<file path="src/hdl/srti_defs.svh">
`ifndef SRTI_DEFS_SVH
`define SRTI_DEFS_SVH
`define SRTI_ADDR_ALS_HI 8'h85
`define SRTI_ADDR_ALS_LO 8'h86
`define SRTI_ADDR_BIO_HI 8'h87
`define SRTI_ADDR_BIO_LO 8'h88
`define SRTI_ADDR_ICTL 8'h89
`define SRTI_ADDR_LTH_HI 8'h8A
`define SRTI_ADDR_LTH_LO 8'h8B
`define SRTI_ADDR_HTH_HI 8'h8C
`define SRTI_ADDR_HTH_LO 8'h8D
`define SRTI_ADDR_STAT 8'h8E
`define SRTI_ICTL_CNT_MSB 7
`define SRTI_ICTL_CNT_LSB 5
`define SRTI_ICTL_BIO_EN 3
`define SRTI_ICTL_ALS_EN 2
`define SRTI_ICTL_TH_EN 1
`define SRTI_ICTL_SEL 0
`define SRTI_ST_BIO 3
`define SRTI_ST_ALS 2
`define SRTI_ST_LOW 1
`define SRTI_ST_HIGH 0
`define SRTI_ICTL_RESET 8'h00
`define SRTI_WORD_RESET 16'h0000
`endif

</file>
<file path="src/hdl/srti_pkg.sv">
package srti_pkg;
  typedef logic [15:0] srti_word_t;
  typedef enum logic [1:0] {
    SRTI_INSIDE = 2'b00,
    SRTI_ABOVE = 2'b01,
    SRTI_BELOW = 2'b11
  } srti_zone_t;
endpackage

</file>
<file path="src/hdl/srti_hit_counter.sv">
`timescale 1ns/10ps
`include "srti_defs.svh"
module srti_hit_counter
  import srti_pkg::*;
(
  input wire logic i_mclk,
  input wire logic i_rst,
  input wire logic i_sample,
  input wire srti_word_t i_value,
  input wire srti_word_t i_low,
  input wire srti_word_t i_high,
  input wire logic [2:0] i_count_code,
  output logic o_fire_high,
  output logic o_fire_low
);
  typedef struct packed {
    logic [7:0] hits;
    srti_zone_t zone;
  } srti_hc_state_t;
  srti_hc_state_t st;
  srti_hc_state_t next_st;
  logic [7:0] target;
  srti_zone_t zone_now;
  ////////////////////////////////////////////////////////////
  always_comb begin
    target = 8'h01 << i_count_code;
    if (i_value > i_high) begin
      zone_now = SRTI_ABOVE;
    end else if (i_value < i_low) begin
      zone_now = SRTI_BELOW;
    end else begin
      zone_now = SRTI_INSIDE;
    end
    next_st = st;
    o_fire_high = 1'b0;
    o_fire_low = 1'b0;
    if (i_sample) begin
      next_st.zone = zone_now;
      if (zone_now == SRTI_INSIDE || zone_now != st.zone) begin
        // a change of side restarts the run too
        next_st.hits = (zone_now == SRTI_INSIDE) ? 8'h00 : 8'h01;
      end else if (st.hits != 8'hFF) begin
        next_st.hits = st.hits + 8'h01;
      end
      // fires once, on reaching the count exactly
      if (zone_now != SRTI_INSIDE && next_st.hits == target) begin
        o_fire_high = (zone_now == SRTI_ABOVE);
        o_fire_low = (zone_now == SRTI_BELOW);
      end
    end
  end
  always_ff @(posedge i_mclk) begin
    if (i_rst) begin
      st <= '{hits: 8'h00, zone: SRTI_INSIDE};
    end else begin
      st <= next_st;
    end
  end
endmodule

</file>
<file path="src/hdl/srti_regs.sv">
`timescale 1ns/10ps
`include "srti_defs.svh"
module srti_regs
  import srti_pkg::*;
(
  input wire logic i_mclk,
  input wire logic i_rst,
  input wire logic i_bio_valid,
  input wire srti_word_t i_bio_data,
  input wire logic i_als_valid,
  input wire srti_word_t i_als_data,
  input wire logic i_wr,
  input wire logic i_rd,
  input wire logic [7:0] i_addr,
  input wire logic [7:0] i_wdata,
  output logic [7:0] o_rdata,
  output logic o_int_n
);
  typedef struct packed {
    srti_word_t bio;
    srti_word_t als;
    logic [7:0] ictl;
    srti_word_t low_th;
    srti_word_t high_th;
    logic [3:0] status;
    logic [7:0] rdata;
  } srti_state_t;
  srti_state_t st;
  srti_state_t next_st;
  logic sample;
  srti_word_t sample_value;
  logic fire_high;
  logic fire_low;
  logic [3:0] set_bits;
  logic [3:0] clr_bits;
  ////////////////////////////////////////////////////////////
  // compare the new sample itself, not the stale stored word
  assign sample = st.ictl[`SRTI_ICTL_SEL] ? i_als_valid : i_bio_valid;
  assign sample_value = st.ictl[`SRTI_ICTL_SEL] ? i_als_data : i_bio_data;
  srti_hit_counter u_hits (
    .i_mclk(i_mclk),
    .i_rst(i_rst),
    .i_sample(sample),
    .i_value(sample_value),
    .i_low(st.low_th),
    .i_high(st.high_th),
    .i_count_code(st.ictl[`SRTI_ICTL_CNT_MSB:`SRTI_ICTL_CNT_LSB]),
    .o_fire_high(fire_high),
    .o_fire_low(fire_low)
  );
  ////////////////////////////////////////////////////////////
  always_comb begin
    next_st = st;
    set_bits = 4'h0;
    clr_bits = 4'h0;
    if (i_bio_valid) begin
      next_st.bio = i_bio_data;
    end
    if (i_als_valid) begin
      next_st.als = i_als_data;
    end
    set_bits[`SRTI_ST_BIO] = i_bio_valid & st.ictl[`SRTI_ICTL_BIO_EN];
    set_bits[`SRTI_ST_ALS] = i_als_valid & st.ictl[`SRTI_ICTL_ALS_EN];
    set_bits[`SRTI_ST_HIGH] = fire_high & st.ictl[`SRTI_ICTL_TH_EN];
    set_bits[`SRTI_ST_LOW] = fire_low & st.ictl[`SRTI_ICTL_TH_EN];
    if (i_wr) begin
      unique case (i_addr)
        `SRTI_ADDR_ICTL: begin
          next_st.ictl = {i_wdata[7:5], 1'b0, i_wdata[3:0]};
        end
        `SRTI_ADDR_LTH_HI: next_st.low_th[15:8] = i_wdata;
        `SRTI_ADDR_LTH_LO: next_st.low_th[7:0] = i_wdata;
        `SRTI_ADDR_HTH_HI: next_st.high_th[15:8] = i_wdata;
        `SRTI_ADDR_HTH_LO: next_st.high_th[7:0] = i_wdata;
        `SRTI_ADDR_STAT: clr_bits = i_wdata[3:0];
        // result bytes and unmapped addresses drop writes
        default: begin
        end
      endcase
    end
    // set wins over a clear in the same cycle
    next_st.status = (st.status & ~clr_bits) | set_bits;
    if (i_rd) begin
      unique case (i_addr)
        `SRTI_ADDR_ALS_HI: next_st.rdata = st.als[15:8];
        `SRTI_ADDR_ALS_LO: next_st.rdata = st.als[7:0];
        `SRTI_ADDR_BIO_HI: next_st.rdata = st.bio[15:8];
        `SRTI_ADDR_BIO_LO: next_st.rdata = st.bio[7:0];
        `SRTI_ADDR_ICTL: next_st.rdata = st.ictl;
        `SRTI_ADDR_LTH_HI: next_st.rdata = st.low_th[15:8];
        `SRTI_ADDR_LTH_LO: next_st.rdata = st.low_th[7:0];
        `SRTI_ADDR_HTH_HI: next_st.rdata = st.high_th[15:8];
        `SRTI_ADDR_HTH_LO: next_st.rdata = st.high_th[7:0];
        `SRTI_ADDR_STAT: next_st.rdata = {4'h0, st.status};
        default: next_st.rdata = 8'h00;
      endcase
    end
  end
  always_ff @(posedge i_mclk) begin
    if (i_rst) begin
      st <= '{bio: `SRTI_WORD_RESET, als: `SRTI_WORD_RESET, ictl: `SRTI_ICTL_RESET,
              low_th: `SRTI_WORD_RESET, high_th: `SRTI_WORD_RESET, status: 4'h0,
              rdata: 8'h00};
    end else begin
      st <= next_st;
    end
  end
  assign o_rdata = st.rdata;
  assign o_int_n = ~(|st.status);
endmodule

</file>
<file path="config.mk">
export PLATFORM = sky130hd
export DESIGN_NAME = srti_regs
export DESIGN_NICKNAME = d
export VERILOG_FILES = /design/src/hdl/srti_pkg.sv /design/src/hdl/srti_hit_counter.sv /design/src/hdl/srti_regs.sv
export VERILOG_INCLUDE_DIRS = /design/src /design/src/hdl
export SDC_FILE = /design/constraint.sdc
export NUM_CORES = 1
export LEC_CHECK = 0
export BUFFER_PORTS_ARGS = -buffer_cell sky130_fd_sc_hd__buf_2
export CAP_MARGIN = 10
export CELL_PAD_IN_SITES_DETAIL_PLACEMENT = 1
export CELL_PAD_IN_SITES_GLOBAL_PLACEMENT = 1
export CORE_MARGIN = 5
export CORE_UTILIZATION = 45
export CTS_BUF_LIST = sky130_fd_sc_hd__clkbuf_2 sky130_fd_sc_hd__clkbuf_4 sky130_fd_sc_hd__clkbuf_8
export DETAILED_ROUTE_END_ITERATION = 12
export PLACE_DENSITY = 0.84
export SETUP_SLACK_MARGIN = 0.15
export SKIP_CTS_REPAIR_TIMING = 1
export SLEW_MARGIN = 20
export SYNTH_ARGS = -nofsm -noshare
export SYNTH_HDL_FRONTEND = slang
export SYNTH_SLANG_ARGS = --single-unit
export TNS_END_PERCENT = 10
</file>
<file path="constraint.sdc">
create_clock -name i_mclk -period 4.6 [get_ports i_mclk]
set_input_delay 0.92 -clock i_mclk [delete_from_list [all_inputs] [get_ports i_mclk]]
set_output_delay 0.92 -clock i_mclk [all_outputs]
set_load 0.01 [all_outputs]
</file>
# Word-level counts from Yosys, hierarchy flattened

Cells that the tools add are included.
W data, S select, Z words.

Register bits after elaboration: 93
Bits in latches: 0
RAM bits: 0
Memory bits (read-only): 0
Output and inout bits: 9
Word-level logic and storage cells: 63
Memories: 0

$add $sub $neg: 1
$mul: 0
Div/mod/pow operators: 0
Order comparisons: 2
Eq/ne operators: 15
Shift operators: 1
Mux-type cells: 15
Bitwise gates (word level): 8
Reductions and logical operators: 10

Operators with widths:

| cell                  | count |
|---|---|
| $eq A8 B8 Y1 const B  | 10 |
| $pmux W8 S10          | 1 |
| $mux W8               | 3 |
| $gt A16 B16 Y1        | 1 |
| $lt A16 B16 Y1        | 1 |
| $mux W16              | 1 |
| $reduce_and A2 Y1     | 5 |
| $add A8 B1 Y8 const B | 1 |
| $eq A8 B8 Y1          | 1 |
| $mux W4               | 2 |
| $ne A8 B8 Y1 const B  | 1 |
| $shl A1 B3 Y8 const A | 1 |
| $mux W1               | 6 |
| $and A1 B1 Y1         | 4 |
| $and A4 B4 Y4         | 1 |
| $mux W2               | 2 |
| $not A4 Y4            | 1 |
| $or A4 B4 Y4          | 1 |
| $reduce_or A4 Y1      | 1 |
| $eq A2 B1 Y1 const B  | 1 |
| $eq A2 B2 Y1 const B  | 1 |
| $logic_not A2 Y1      | 1 |
| $ne A2 B2 Y1          | 1 |
| $reduce_bool A2 Y1    | 1 |
| 3 further kinds       | 3 |

# Longest topological paths before layout

Gate-level depths: netlist of the first run.

Depth after elaboration: 14
Gate-level depth with buffers: 13

# By module

From an unflattened synthesis of the first run, not the netlist that was laid out.

Cell total of the unflattened synthesis: 676
Area, all modules: 5819.3 µm²

By module, submodules not included:

| module           | times used | cells each | area each (µm²) | seq. area each (µm²) |
|---|---|---|---|---|
| srti_regs        | 1          | 425        | 4020.1          | 1661.6 |
| srti_hit_counter | 1          | 251        | 1799.2          | 200.2 |

# Least setup slack after synthesis of the first run

OpenSTA, ideal clock, no wires.

Kind: register to register
From: register st[44] in the netlist's numbering
To: register st[8] in the netlist's numbering
Arrival: 3501 ps
Required time: 4531 ps
Path slack: 1030 ps
Cell stages (with the launch flop): 14
Cells stage by stage: dfxtp_1 > clkbuf_1 > buf_1 > mux2_2 > ha_1 > nand4_1 > nor2_1 > a221o_1 > o311ai_2 > o31ai_4 > or3b_1 > o21ai_1 > o2111ai_1 > o21ai_1

Word-level cells in the longest chain between the ends: 14
Elaborated cells on any way between the ends: 20

Ends and longest elaborated chain:

| element                                          | line                                           | RTL |
|---|---|---|
| from (decl)                                      | srti_regs.sv:28                                | `srti_state_t st;` |
| from (signal assigned)                           | srti_regs.sv:101                               | `` st <= '{bio: `SRTI_WORD_RESET, als: `SRTI_WORD_RESET, ictl: `SRTI_ICTL_RESET, `` |
| from (signal assigned)                           | srti_regs.sv:105                               | `st <= next_st;` |
| $mux W16                                         | srti_regs.sv:39                                | `` assign sample_value = st.ictl[`SRTI_ICTL_SEL] ? i_als_data : i_bio_data; `` |
| $lt A16 B16 Y1                                   | srti_hit_counter.sv:29                         | `end else if (i_value < i_low) begin` |
| $mux W2                                          | srti_hit_counter.sv:29                         |  |
| $mux W2                                          | srti_hit_counter.sv:27                         | `if (i_value > i_high) begin` |
| $logic_not A2 Y1 or $ne A2 B2 Y1 (tied branches) | srti_hit_counter.sv:39, srti_hit_counter.sv:41 |  |
| $mux W1 or $logic_or A1 B1 Y1 (tied branches)    | srti_hit_counter.sv:41, srti_hit_counter.sv:39 |  |
| $mux W8                                          | srti_hit_counter.sv:39                         | `if (zone_now == SRTI_INSIDE \|\| zone_now != st.zone) begin` |
| $mux W8                                          | srti_hit_counter.sv:37                         | `if (i_sample) begin` |
| $eq A8 B8 Y1                                     | srti_hit_counter.sv:46                         | `if (zone_now != SRTI_INSIDE && next_st.hits == target) begin` |
| $logic_and A1 B1 Y1                              | srti_hit_counter.sv:46                         |  |
| $mux W1                                          | srti_hit_counter.sv:46                         |  |
| $mux W1 (*)                                      | srti_hit_counter.sv:37                         |  |
| $and A1 B1 Y1 (*)                                | srti_regs.sv:64                                | `` set_bits[`SRTI_ST_HIGH] = fire_high & st.ictl[`SRTI_ICTL_TH_EN]; `` |
| $or A4 B4 Y4 (*)                                 | srti_regs.sv:82                                | `next_st.status = (st.status & ~clr_bits) \| set_bits;` |

Every way passes the cells marked *; elsewhere a longest branch is shown, timed or not. The select of a mux whose other input is x is not followed.
A chain may end at the register's enable or synchronous reset.

# Final worst setup path of the first run

From: register st[44] in the netlist's numbering
To: register st[9] in the netlist's numbering

Word-level cells in the longest chain between the ends: 14
Elaborated cells on any way between the ends: 20

Ends and longest elaborated chain:

| element                                          | line                                           | RTL |
|---|---|---|
| $mux W16                                         | srti_regs.sv:39                                |  |
| $lt A16 B16 Y1                                   | srti_hit_counter.sv:29                         |  |
| $mux W2                                          | srti_hit_counter.sv:29                         |  |
| $mux W2                                          | srti_hit_counter.sv:27                         |  |
| $logic_not A2 Y1 or $ne A2 B2 Y1 (tied branches) | srti_hit_counter.sv:39, srti_hit_counter.sv:41 |  |
| $mux W1 or $logic_or A1 B1 Y1 (tied branches)    | srti_hit_counter.sv:41, srti_hit_counter.sv:39 |  |
| $mux W8                                          | srti_hit_counter.sv:39                         |  |
| $mux W8                                          | srti_hit_counter.sv:37                         |  |
| $eq A8 B8 Y1                                     | srti_hit_counter.sv:46                         |  |
| $logic_and A1 B1 Y1                              | srti_hit_counter.sv:46                         |  |
| $mux W1                                          | srti_hit_counter.sv:46                         |  |
| $mux W1 (*)                                      | srti_hit_counter.sv:37                         |  |
| $and A1 B1 Y1 (*)                                | srti_regs.sv:65                                | `` set_bits[`SRTI_ST_LOW] = fire_low & st.ictl[`SRTI_ICTL_TH_EN]; `` |
| $or A4 B4 Y4 (*)                                 | srti_regs.sv:82                                |  |

Marked as above.

==> results.json, run 1 <==
{
  "status": "finished, final reports clean",
  "mappedNetlistArea_um2": 5670,
  "dr_wl_met2_um": 9010,
  "cp-start-kind": "flop",
  "ant_nets": 0,
  "worst_hold_startpoint": "st[20]",
  "post-route-period-util_pct": 84.1,
  "rrSetupSlack_ns": 0.73,
  "final-max-slew-violation-count": 0,
  "tns_ns": 0,
  "critical-path-top-delay-family": "compound AO/OA/AOI/OAI gates",
  "critPathBufInv": 0,
  "die-area_um2": 14900,
  "core-area_um2": 12500,
  "viasPerCell": 5.91,
  "hold_viol_final": 0,
  "fin_area_um2": 6210,
  "final_common_cell": "dfxtp_1",
  "wl_um": 18400,
  "worstPathMaxFanout": 15,
  "fin_skew_ns": 0.0125,
  "synth_edf_count": 0,
  "cp.arrival_ns": 4.20,
  "whs_ns": 0.487,
  "r2r_cells": 11,
  "cts-buffers-inserted": 9,
  "peakVddDrop_mv": 0.111,
  "std_cell_rows": 41,
  "clk_pin_slew_ns": 0.10,
  "clock-sinks": 93,
  "crit_required_ns": 4.93,
  "reg2reg_to": "st[9]",
  "yosysWarnings": 0,
  "syn_inst": 659,
  "place_congestion": 0.920,
  "setup_viol": 0,
  "clockBufferDepth": 2,
  "final_cell_mix": "dfxtp_1 (93), nor2_1 (91), buf_2 (62)",
  "relSlewSlack_pct": 27.6,
  "wl_per_cell_um": 21.1,
  "grt_pass1_vias": 5397,
  "grt-ovfl-total": 0,
  "highest_layer": "met4",
  "synth_cell_types": 71,
  "drtIter0Drc": 337,
  "portBuffers": 62,
  "synth_seq_area_share_pct": 32.8,
  "area_growth_pct": 9.54,
  "htreeDepth": 3,
  "die_w_um": 122,
  "grt_max_degree": 49,
  "place_ws_ns": 0.757,
  "cap_violations": 0,
  "max_freq_mhz": 259,
  "synth-main-ff-cell": "dfxtp_1",
  "dp_hpwl_um": 14100,
  "grtUsageTotal_pct": 25.2,
  "synth-seq-cells": 93,
  "antenna_found_initial": 0,
  "path_cells": "mux2_2 -> ha_1 -> a21oi_1 -> o21ai_0 -> a221o_1 -> o31ai_1 -> a2111oi_1 -> or3_1 -> a21oi_1 -> o2111ai_1 -> o21ai_1",
  "drive_above_1_share_pct": 18.7,
  "final_util_pct": 49.8,
  "r2r-start": "st[44]",
  "syn-num-nets": 745,
  "ios": 63,
  "antenna_cells": 0,
  "setup_ws_ns": 0.732,
  "power.total_mw": 1.61,
  "min_path_type": "flop to flop",
  "clock_latency_ns": 0.39,
  "firstDrtPassIters": 5,
  "fin_crit_ns": 3.87,
  "power-per-cell-area_nw_per_um2": 260,
  "wl_met1_um": 8010,
  "start_util_pct": 45.5,
  "vias": 5145,
  "final_nets": 780,
  "cts_tree": "done",
  "dpl_cell_area_um2": 6010,
  "rsz0062_at_grt": "false",
  "p_leak_nw": 2.36,
  "hold_path_end": "st[20]",
  "min_delay_path_depth": 2,
  "placedCellCount": 855,
  "critical_path_class": "flop to flop",
  "syn_avg_cell_area_um2": 8.60,
  "drc": 0,
  "crit_path_top_delay_cell": "dfxtp_1",
  "max_stage_delay_ns": 0.84,
  "crit_top_cell": "a21oi_1",
  "die_h_um": 122,
  "wl_met3_um": 912,
  "root_buffer": "clkbuf_8",
  "grt_first_pass_wirelength_um": 28900,
  "endpoint_kind": "flop",
  "stdcell_count": 871,
  "async_reset_ff_share_pct": 0,
  "tightest_slew_ns": 1.08
}
==> flip-flops by register name, summed over array words and instances, names as in the netlist <==
signal / cells
u_hits.st: 10
st: 75
o_rdata: 8
==> tightest hold or removal path: cells and delay by family (launching register included) <==
kind	cells	cell delay, ns
AO/OA/AOI/OAI	1	0.05
flip-flops	1	0.34
AND/OR/NAND/NOR	1	0.06
==> per-layer routing <==
| layer | GRT usage, % | vias to the layer above |
|---|---|---|
| met2 | 42.9 | 138 |
| met1 | 31.8 | 2543 |
| met4 | 9.87 | 0 |
| li1 | - | 2436 |
| met3 | 4.24 | 28 |
| met5 | 0 | - |
==> kinds of logic after synthesis <==
logic type      share of synthesized area, %
simple gates                            18.8
mux                                     17.9
compound gates                          16.9
flops                                   32.8
buf+inv                                 6.36
xor+xnor                               0.155
fa+ha+maj                               7.06
==> cell usage after synthesis, drive strengths merged, types with 3 or more instances <==
cell | number | share of area, %
dfxtp | 93 | 33
nor2 | 91 | 6.0
mux2i | 60 | 11
a21oi | 58 | 5.3
nand2 | 44 | 2.9
inv | 38 | 2.5
ha | 32 | 7.1
nand3 | 28 | 2.5
clkbuf | 25 | 1.8
mux2 | 23 | 4.6
o21ai | 21 | 1.9
buf | 18 | 2.0
a22oi | 14 | 1.9
nor3 | 11 | 1.1
a221oi | 7 | 1.1
mux4 | 7 | 2.8
nor2b | 7 | 0.77
a21o | 6 | 0.79
and3 | 6 | 0.68
nand4 | 6 | 0.93
nand3b | 5 | 0.66
a31oi | 4 | 0.44
and2 | 4 | 0.44
o31a | 4 | 0.66
or3 | 4 | 0.49
a211o | 3 | 0.46
o31ai | 3 | 0.64
==> worst max-delay path by stage <==
| stage | cells past startpoint | from | end | slack [ns] |
|---|---|---|---|---|
| after global routing | 11 | st[44] | st[8] | 0.55 |
| after floorplan | 13 | st[44] | st[8] | 1.03 |
| final | 11 | st[44] | st[9] | 0.73 |
| after detailed placement | 12 | i_als_data[14] | st[8] | 0.76 |
| after CTS | 12 | st[44] | st[8] | 0.77 |
| after global placement | 12 | i_bio_data[5] | st[9] | 0.79 |
==> where the power goes <==
part	internal, mW	switching [mW]	total (mW)	leakage, nW
logic	0.0839	0.125	0.209	1.51
registers	0.823	0.0137	0.837	0.756
clock network	0.253	0.312	0.566	0.104
==> area by class of cell <==
cell class              instances  area, µm²
inverters                      38        143
clock inverters                 7       71.3
fillers                      1525       6260
clock buffers                   9        124
multi-input cells             485       3450
well taps                     172        215
flip-flops and latches         93       1860
repair buffers                 67        348
No activity file was read; power rests on OpenSTA's default activity.
==> run 2, diff against run 1 <==
Settings changed: ABC_AREA from default to 1, CORE_UTILIZATION 45 to 44, PLACE_DENSITY 0.84 to 0.86.
Clock period 4.6 ns to 3.75 ns, I/O delays scaled along.
==> run 2 against run 1 <==
  * Fmax up 25%
  * Global-route usage about the same
  * Hold slack got worse by 0.021 ns
  * Critical path depth rose by 9
  * Register-to-register slack lost 0.09 ns
  * Core utilization increased by 0.59 points
  * Wire length decreased by 3.4%
  * Cell count grew 7.5%
  * Combinational power up 21%
  * Setup slack worse by 0.085 ns
  * Largest cell class unchanged
  * Largest power group unchanged
  * Highest routed layer unchanged
==> results.json, run 2 <==
{
  "status": "finished, final reports clean",
  "area_growth_pct": 11.3,
  "htreeDepth": 3,
  "vias": 5359,
  "place_congestion": 0.837,
  "syn_avg_cell_area_um2": 7.04,
  "start_util_pct": 45.3,
  "ios": 63,
  "max_stage_delay_ns": 0.36,
  "placedCellCount": 920,
  "fillCellCount": 1560,
  "grt_max_degree": 70,
  "peakVddDrop_mv": 0.196,
  "critical_path_class": "flop to flop",
  "stdcell_count": 936,
  "synth_top_family_by_area": "compound AO/OA/AOI/OAI gates",
  "register_area_um2": 1860,
  "hold_viol_final": 0,
  "cap_violations": 0,
  "seqPwrFrac_pct": 49.9,
  "rsz0062_at_grt": "false",
  "p_clk_share_pct": 37.9,
  "path_cells": "buf_4 -> nand2_1 -> nand2_1 -> ha_1 -> nand2_1 -> nor2_1 -> nand2_1 -> nand2_1 -> nand2_1 -> nand2_1 -> nand2_2 -> a21boi_4 -> nand3_1 -> nand2_1 -> inv_1 -> nor2_1 -> nand2_1 -> nor2_2 -> nand3_1 -> a21oi_1",
  "synthTopCellsByArea": "dfxtp_1 (36%), nand2_1 (10%), a21oi_1 (8.9%), ha_1 (7.6%), o21ai_0 (7.5%)",
  "setup_viol": 0,
  "reg2reg_to": "st[8]",
  "yosysWarnings": 0,
  "grt_pass1_vias": 5549,
  "crit_path_start": "st[44]",
  "drtIter0Drc": 389,
  "cp-start-kind": "flop",
  "post-route-period-util_pct": 82.8,
  "fin_skew_ns": 0.0162,
  "viasPerCell": 5.73,
  "p_leak_nw": 2.39,
  "comb_power_share_pct": 12.2,
  "final_cell_mix": "nand2_1 (140), inv_1 (99), a21oi_1 (93), dfxtp_1 (93), o21ai_0 (79)",
  "synth_cell_types": 34,
  "rrSetupSlack_ns": 0.65,
  "clock-sinks": 93,
  "wl_per_cell_um": 18.9,
  "largest_reg_flops": 75,
  "endpoint_kind": "flop",
  "antenna_cells": 0,
  "core-area_um2": 11600,
  "drc": 0,
  "clock_latency_ns": 0.39,
  "drive_above_1_share_pct": 13.0,
  "cts-buffers-inserted": 9,
  "root_buffer": "clkbuf_8",
  "gr-max-usage-layer": "met2",
  "crit_required_ns": 4.06,
  "synthSimpleGateAreaFrac_pct": 21.3,
  "wl_um": 17700,
  "crit_top_cell": "nand2_1",
  "die-area_um2": 14200,
  "synth_edf_count": 0,
  "swShare_pct": 27.6,
  "worstPathMaxFanout": 19,
  "whs_ns": 0.465,
  "grt_first_pass_wirelength_um": 28500,
  "syn_inst": 744,
  "clockBufferDepth": 2,
  "p_sw_mw": 0.572,
  "die_h_um": 119,
  "firstDrtPassIters": 5,
  "met2_usage_pct": 43.9,
  "multi_input_area_um2": 2810,
  "crit_path_top_delay_cell": "a21boi_4",
  "use_met3_pct": 5.69,
  "async_reset_ff_share_pct": 0,
  "synthMuxAreaShare_pct": 0,
  "ant_nets": 0,
  "power-per-cell-area_nw_per_um2": 356,
  "synth.most_common_cell": "nand2_1",
  "final_nets": 874,
  "power.total_mw": 2.08,
  "synth_top_area_share_pct": 35.5,
  "grt_use_met1_pct": 30.4,
  "final_util_pct": 50.4,
  "synth-seq-cells": 93,
  "clk_pin_slew_ns": 0.10,
  "std_cell_rows": 39,
  "final_common_cell": "nand2_1",
  "synth_xor_xnor_area_share_pct": 1.00,
  "tightest_slew_ns": 0.880,
  "yosys-top-cells-count": "nand2_1 (140), inv_1 (99), a21oi_1 (93), dfxtp_1 (93), o21ai_0 (79)",
  "grt-ovfl-total": 0,
  "r2r-start": "st[44]",
  "mappedNetlistArea_um2": 5240,
  "tns_ns": 0,
  "synth_seq_area_share_pct": 35.5,
  "largest_register": "st",
  "grtUsageTotal_pct": 25.2,
  "cts_tree": "done",
  "max_freq_mhz": 322,
  "r2r_cells": 20,
  "portBuffers": 62,
  "die_w_um": 119,
  "relSlewSlack_pct": 41.2,
  "min_path_type": "flop to flop",
  "fin_crit_ns": 3.10,
  "synth-main-ff-cell": "dfxtp_1",
  "cp.arrival_ns": 3.41,
  "antenna_found_initial": 0,
  "final-max-slew-violation-count": 0,
  "synth_compound_area_share_pct": 23.7,
  "p_int_mw": 1.50,
  "synth_top_area_cell": "dfxtp_1",
  "synth-adder-area-share_pct": 7.64,
  "dp_hpwl_um": 13400,
  "cp-endpoint": "st[8]",
  "syn-num-nets": 830
}
==> run 2: routing by layer <==
metal,vias up,wire (µm)
met5,-,0
met4,0,516
met3,34,838
met2,143,8660
met1,2604,7710
li1,2578,-
==> run 2: cells by family (layout without fill, tap and decap cells) <==
kind of cell,Yosys count,count (layout)
xor+xnor,6,6
buf+inv,138,187
fa+ha+maj,32,32
compound gates,221,221
flops,93,93
simple gates,254,254
==> run 2: per-stage QoR <==
step,setup WS (ns),instance area [µm²]
global placement,0.609,5600
detailed placement,0.403,5600
floorplan,1.07,5240
CTS,0.651,5830
finish,0.647,5830
global route,0.315,5830
==> run 2: critical path: cells and delay by family (launching register included) <==
kind | cells | cell delay, ns
AOI/OAI and AO/OA | 2 | 0.49
buffers and inverters | 2 | 0.25
DFF | 1 | 0.33
and+or+nand+nor | 15 | 1.64
adders and majority gates | 1 | 0.31
==> run 2: area by class of cell <==
cell class,count,area share (%)
multi-input cells,513,48.2
clock inverters,6,1.57
inverters,101,6.50
well taps,143,3.07
clock buffers,10,2.36
flip-flops and latches,93,31.9
repair buffers,70,6.35
==> run 2: worst min-delay path by stage <==
stage,start,end,slack (ns),cells past startpoint
6_report,st[80],st[80],0.47,2
3_5_place_dp,st[83],st[83],0.45,2
2_1_floorplan,st[73],st[73],0.43,2
3_3_place_gp,st[82],st[82],0.45,2
4_1_cts,st[83],st[83],0.47,2
5_1_grt,st[63],st[63],0.49,2
==> run 2: power by group through the flow <==
stage	clock (mW)	sequential, mW	combinational [mW]
2_1_floorplan	0	1.05	0.159
3_3_place_gp	0	1.06	0.235
3_5_place_dp	0	1.06	0.250
4_1_cts	0.800	1.03	0.252
5_1_grt	0.844	1.04	0.284
6_report	0.788	1.03	0.253
==> run 3, diff against run 2 <==
Settings changed: CORE_UTILIZATION 44 to 39, PLACE_DENSITY 0.86 to 0.81.
Clock period 3.75 ns to 2.58 ns, I/O delays scaled along.
==> run 3 against run 2 <==
  * The run now ends with negative setup slack left
  * Flip-flop and latch count stayed put
  * Sequential power is 46% higher
  * Count of clock-buffer cells in the layout is 1 lower
  * Via count is 5.4% higher
  * Non-clock buffer count is 47 higher
  * Wire length is 11% higher
  * Final area is 14% higher
  * Die area is 12% higher
  * Clock power is 24% higher
  * Critical endpoint unchanged
  * Highest routed layer unchanged
==> results.json, run 3 (synthesized netlist as in run 2, its figures left out) <==
{
  "status": "complete, but fails checks",
  "failed_checks": "negative setup slack",
  "die_w_um": 126,
  "crit_top_cell": "nand2_2",
  "r2r-start": "st[44]",
  "max_stage_delay_ns": 0.41,
  "portBuffers": 62,
  "cp.arrival_ns": 3.18,
  "relSlewSlack_pct": 50.3,
  "reg2reg_to": "st[8]",
  "die_h_um": 126,
  "clk_pin_slew_ns": 0.10,
  "crit_path_top_delay_cell": "dfxtp_4",
  "min_delay_path_depth": 3,
  "rsz0062_at_grt": "true",
  "largest_register": "st",
  "clockBufferDepth": 2,
  "viasPerCell": 5.56,
  "final_common_cell": "nand2_1",
  "tightest_slew_ns": 0.745,
  "rrSetupSlack_ns": -0.27,
  "p_leak_nw": 2.70,
  "cts-buffers-inserted": 9,
  "area_growth_pct": 26.7,
  "htreeDepth": 3,
  "whs_ns": 0.386,
  "firstDrtPassIters": 9,
  "setup_ws_ns": -0.274,
  "critical-path-top-delay-family": "simple AND/OR/NAND/NOR gates",
  "fillCellCount": 1679,
  "ant_nets": 0,
  "fin_skew_ns": 0.0166,
  "cap_violations": 0,
  "grt_first_pass_wirelength_um": 29900,
  "path_cells": "inv_8 -> buf_8 -> nand2_2 -> nand2_2 -> ha_4 -> nand2_4 -> nor4_4 -> nand2_1 -> nand2_1 -> nand2_2 -> a21boi_4 -> buf_6 -> nand3_1 -> nand3_2 -> nand3_4 -> nor2_4 -> nand3_2 -> a21oi_2",
  "largest_reg_flops": 75,
  "worstPathMaxFanout": 6,
  "clock_latency_ns": 0.40,
  "endpoint_kind": "flop",
  "grtUsageTotal_pct": 23.7,
  "final_util_pct": 50.3,
  "hold_viol_final": 0,
  "cp-start-kind": "flop",
  "grt-ovfl-total": 0,
  "final-max-slew-violation-count": 0,
  "antenna_cells": 0,
  "root_buffer": "clkbuf_8",
  "crit_required_ns": 2.90,
  "wl_um": 19600,
  "fin_crit_ns": 2.85,
  "worst_hold_startpoint": "i_als_data[4]",
  "drive_above_1_share_pct": 24.6,
  "power-per-cell-area_nw_per_um2": 447,
  "grt_max_degree": 43,
  "peakVddDrop_mv": 0.298,
  "grt_pass1_vias": 5665,
  "drc": 0,
  "wl_per_cell_um": 19.3,
  "start_util_pct": 39.7,
  "drtIter0Drc": 534,
  "std_cell_rows": 42,
  "r2r_cells": 18,
  "cts_tree": "done",
  "place_congestion": 0.918,
  "hold_path_end": "st[56]",
  "final_nets": 921,
  "final_cell_mix": "nand2_1 (109), inv_1 (99), dfxtp_1 (92)",
  "dp_hpwl_um": 14900,
  "vias": 5651,
  "core-area_um2": 13200,
  "ios": 63,
  "setup_viol": 3,
  "antenna_found_initial": 0,
  "critical_path_class": "flop to flop",
  "min_path_type": "input pin to flop",
  "die-area_um2": 15800,
  "critPathBufInv": 3,
  "path_depth": 18,
  "max_freq_mhz": 350,
  "post-route-period-util_pct": 111,
  "clock-sinks": 93
}
[run 3: metal layers]
layer / share of wire (%) / wire [µm] / GRT usage (%)
met3: 5.4 / 1060 / 5.12
met1: 41 / 7980 / 27.8
met4: 2.9 / 567 / 7.95
met2: 51 / 10000 / 42.8
met5: 0 / 0 / 0
[run 3: stage by stage]
stage               power [mW]  TNS (ns)  area, µm²  instances  setup WS [ns]
floorplan                 1.77         0       5310        744         0.0751
global placement          1.92    -0.864       5970        990         -0.339
detailed placement        1.95     -1.19       5970        990         -0.419
CTS                       2.93     -1.61       6160       1006         -0.509
global route              3.10     -1.38       6640       1016         -0.452
finish                    2.97    -0.539       6640       1016         -0.274
[run 3: final cells by class]
cell class              instances  area [µm²]  share of cell area (%)
multi-input cells             513        3190                    48.1
flip-flops and latches         93        1870                    28.1
repair buffers                117         774                    11.7
inverters                     101         387                    5.83
well taps                     176         220                    3.32
clock buffers                   9         124                    1.87
clock inverters                 7        70.1                    1.06
[run 3: report_power, final]
group          internal (mW)  switching, mW  total [mW]
Sequential              1.48         0.0251        1.50
Combinational          0.190          0.293       0.483
Clock                  0.375          0.606       0.980
[run 3: how the worst max path moves through the flow]
stage             startpoint     to  slack [ns]
2_1_floorplan         st[44]  st[8]        0.08
6_report              st[44]  st[8]       -0.27
3_3_place_gp   i_als_data[5]  st[8]       -0.34
3_5_place_dp          st[44]  st[8]       -0.42
5_1_grt               st[44]  st[8]       -0.45
4_1_cts               st[44]  st[8]       -0.51
[run 3: tightest hold or removal path, delay by kind of cell]
kind / cells / cell delay (ns)
AND/OR/NAND/NOR: 2 / 0.14
buffers and inverters: 1 / 0.10
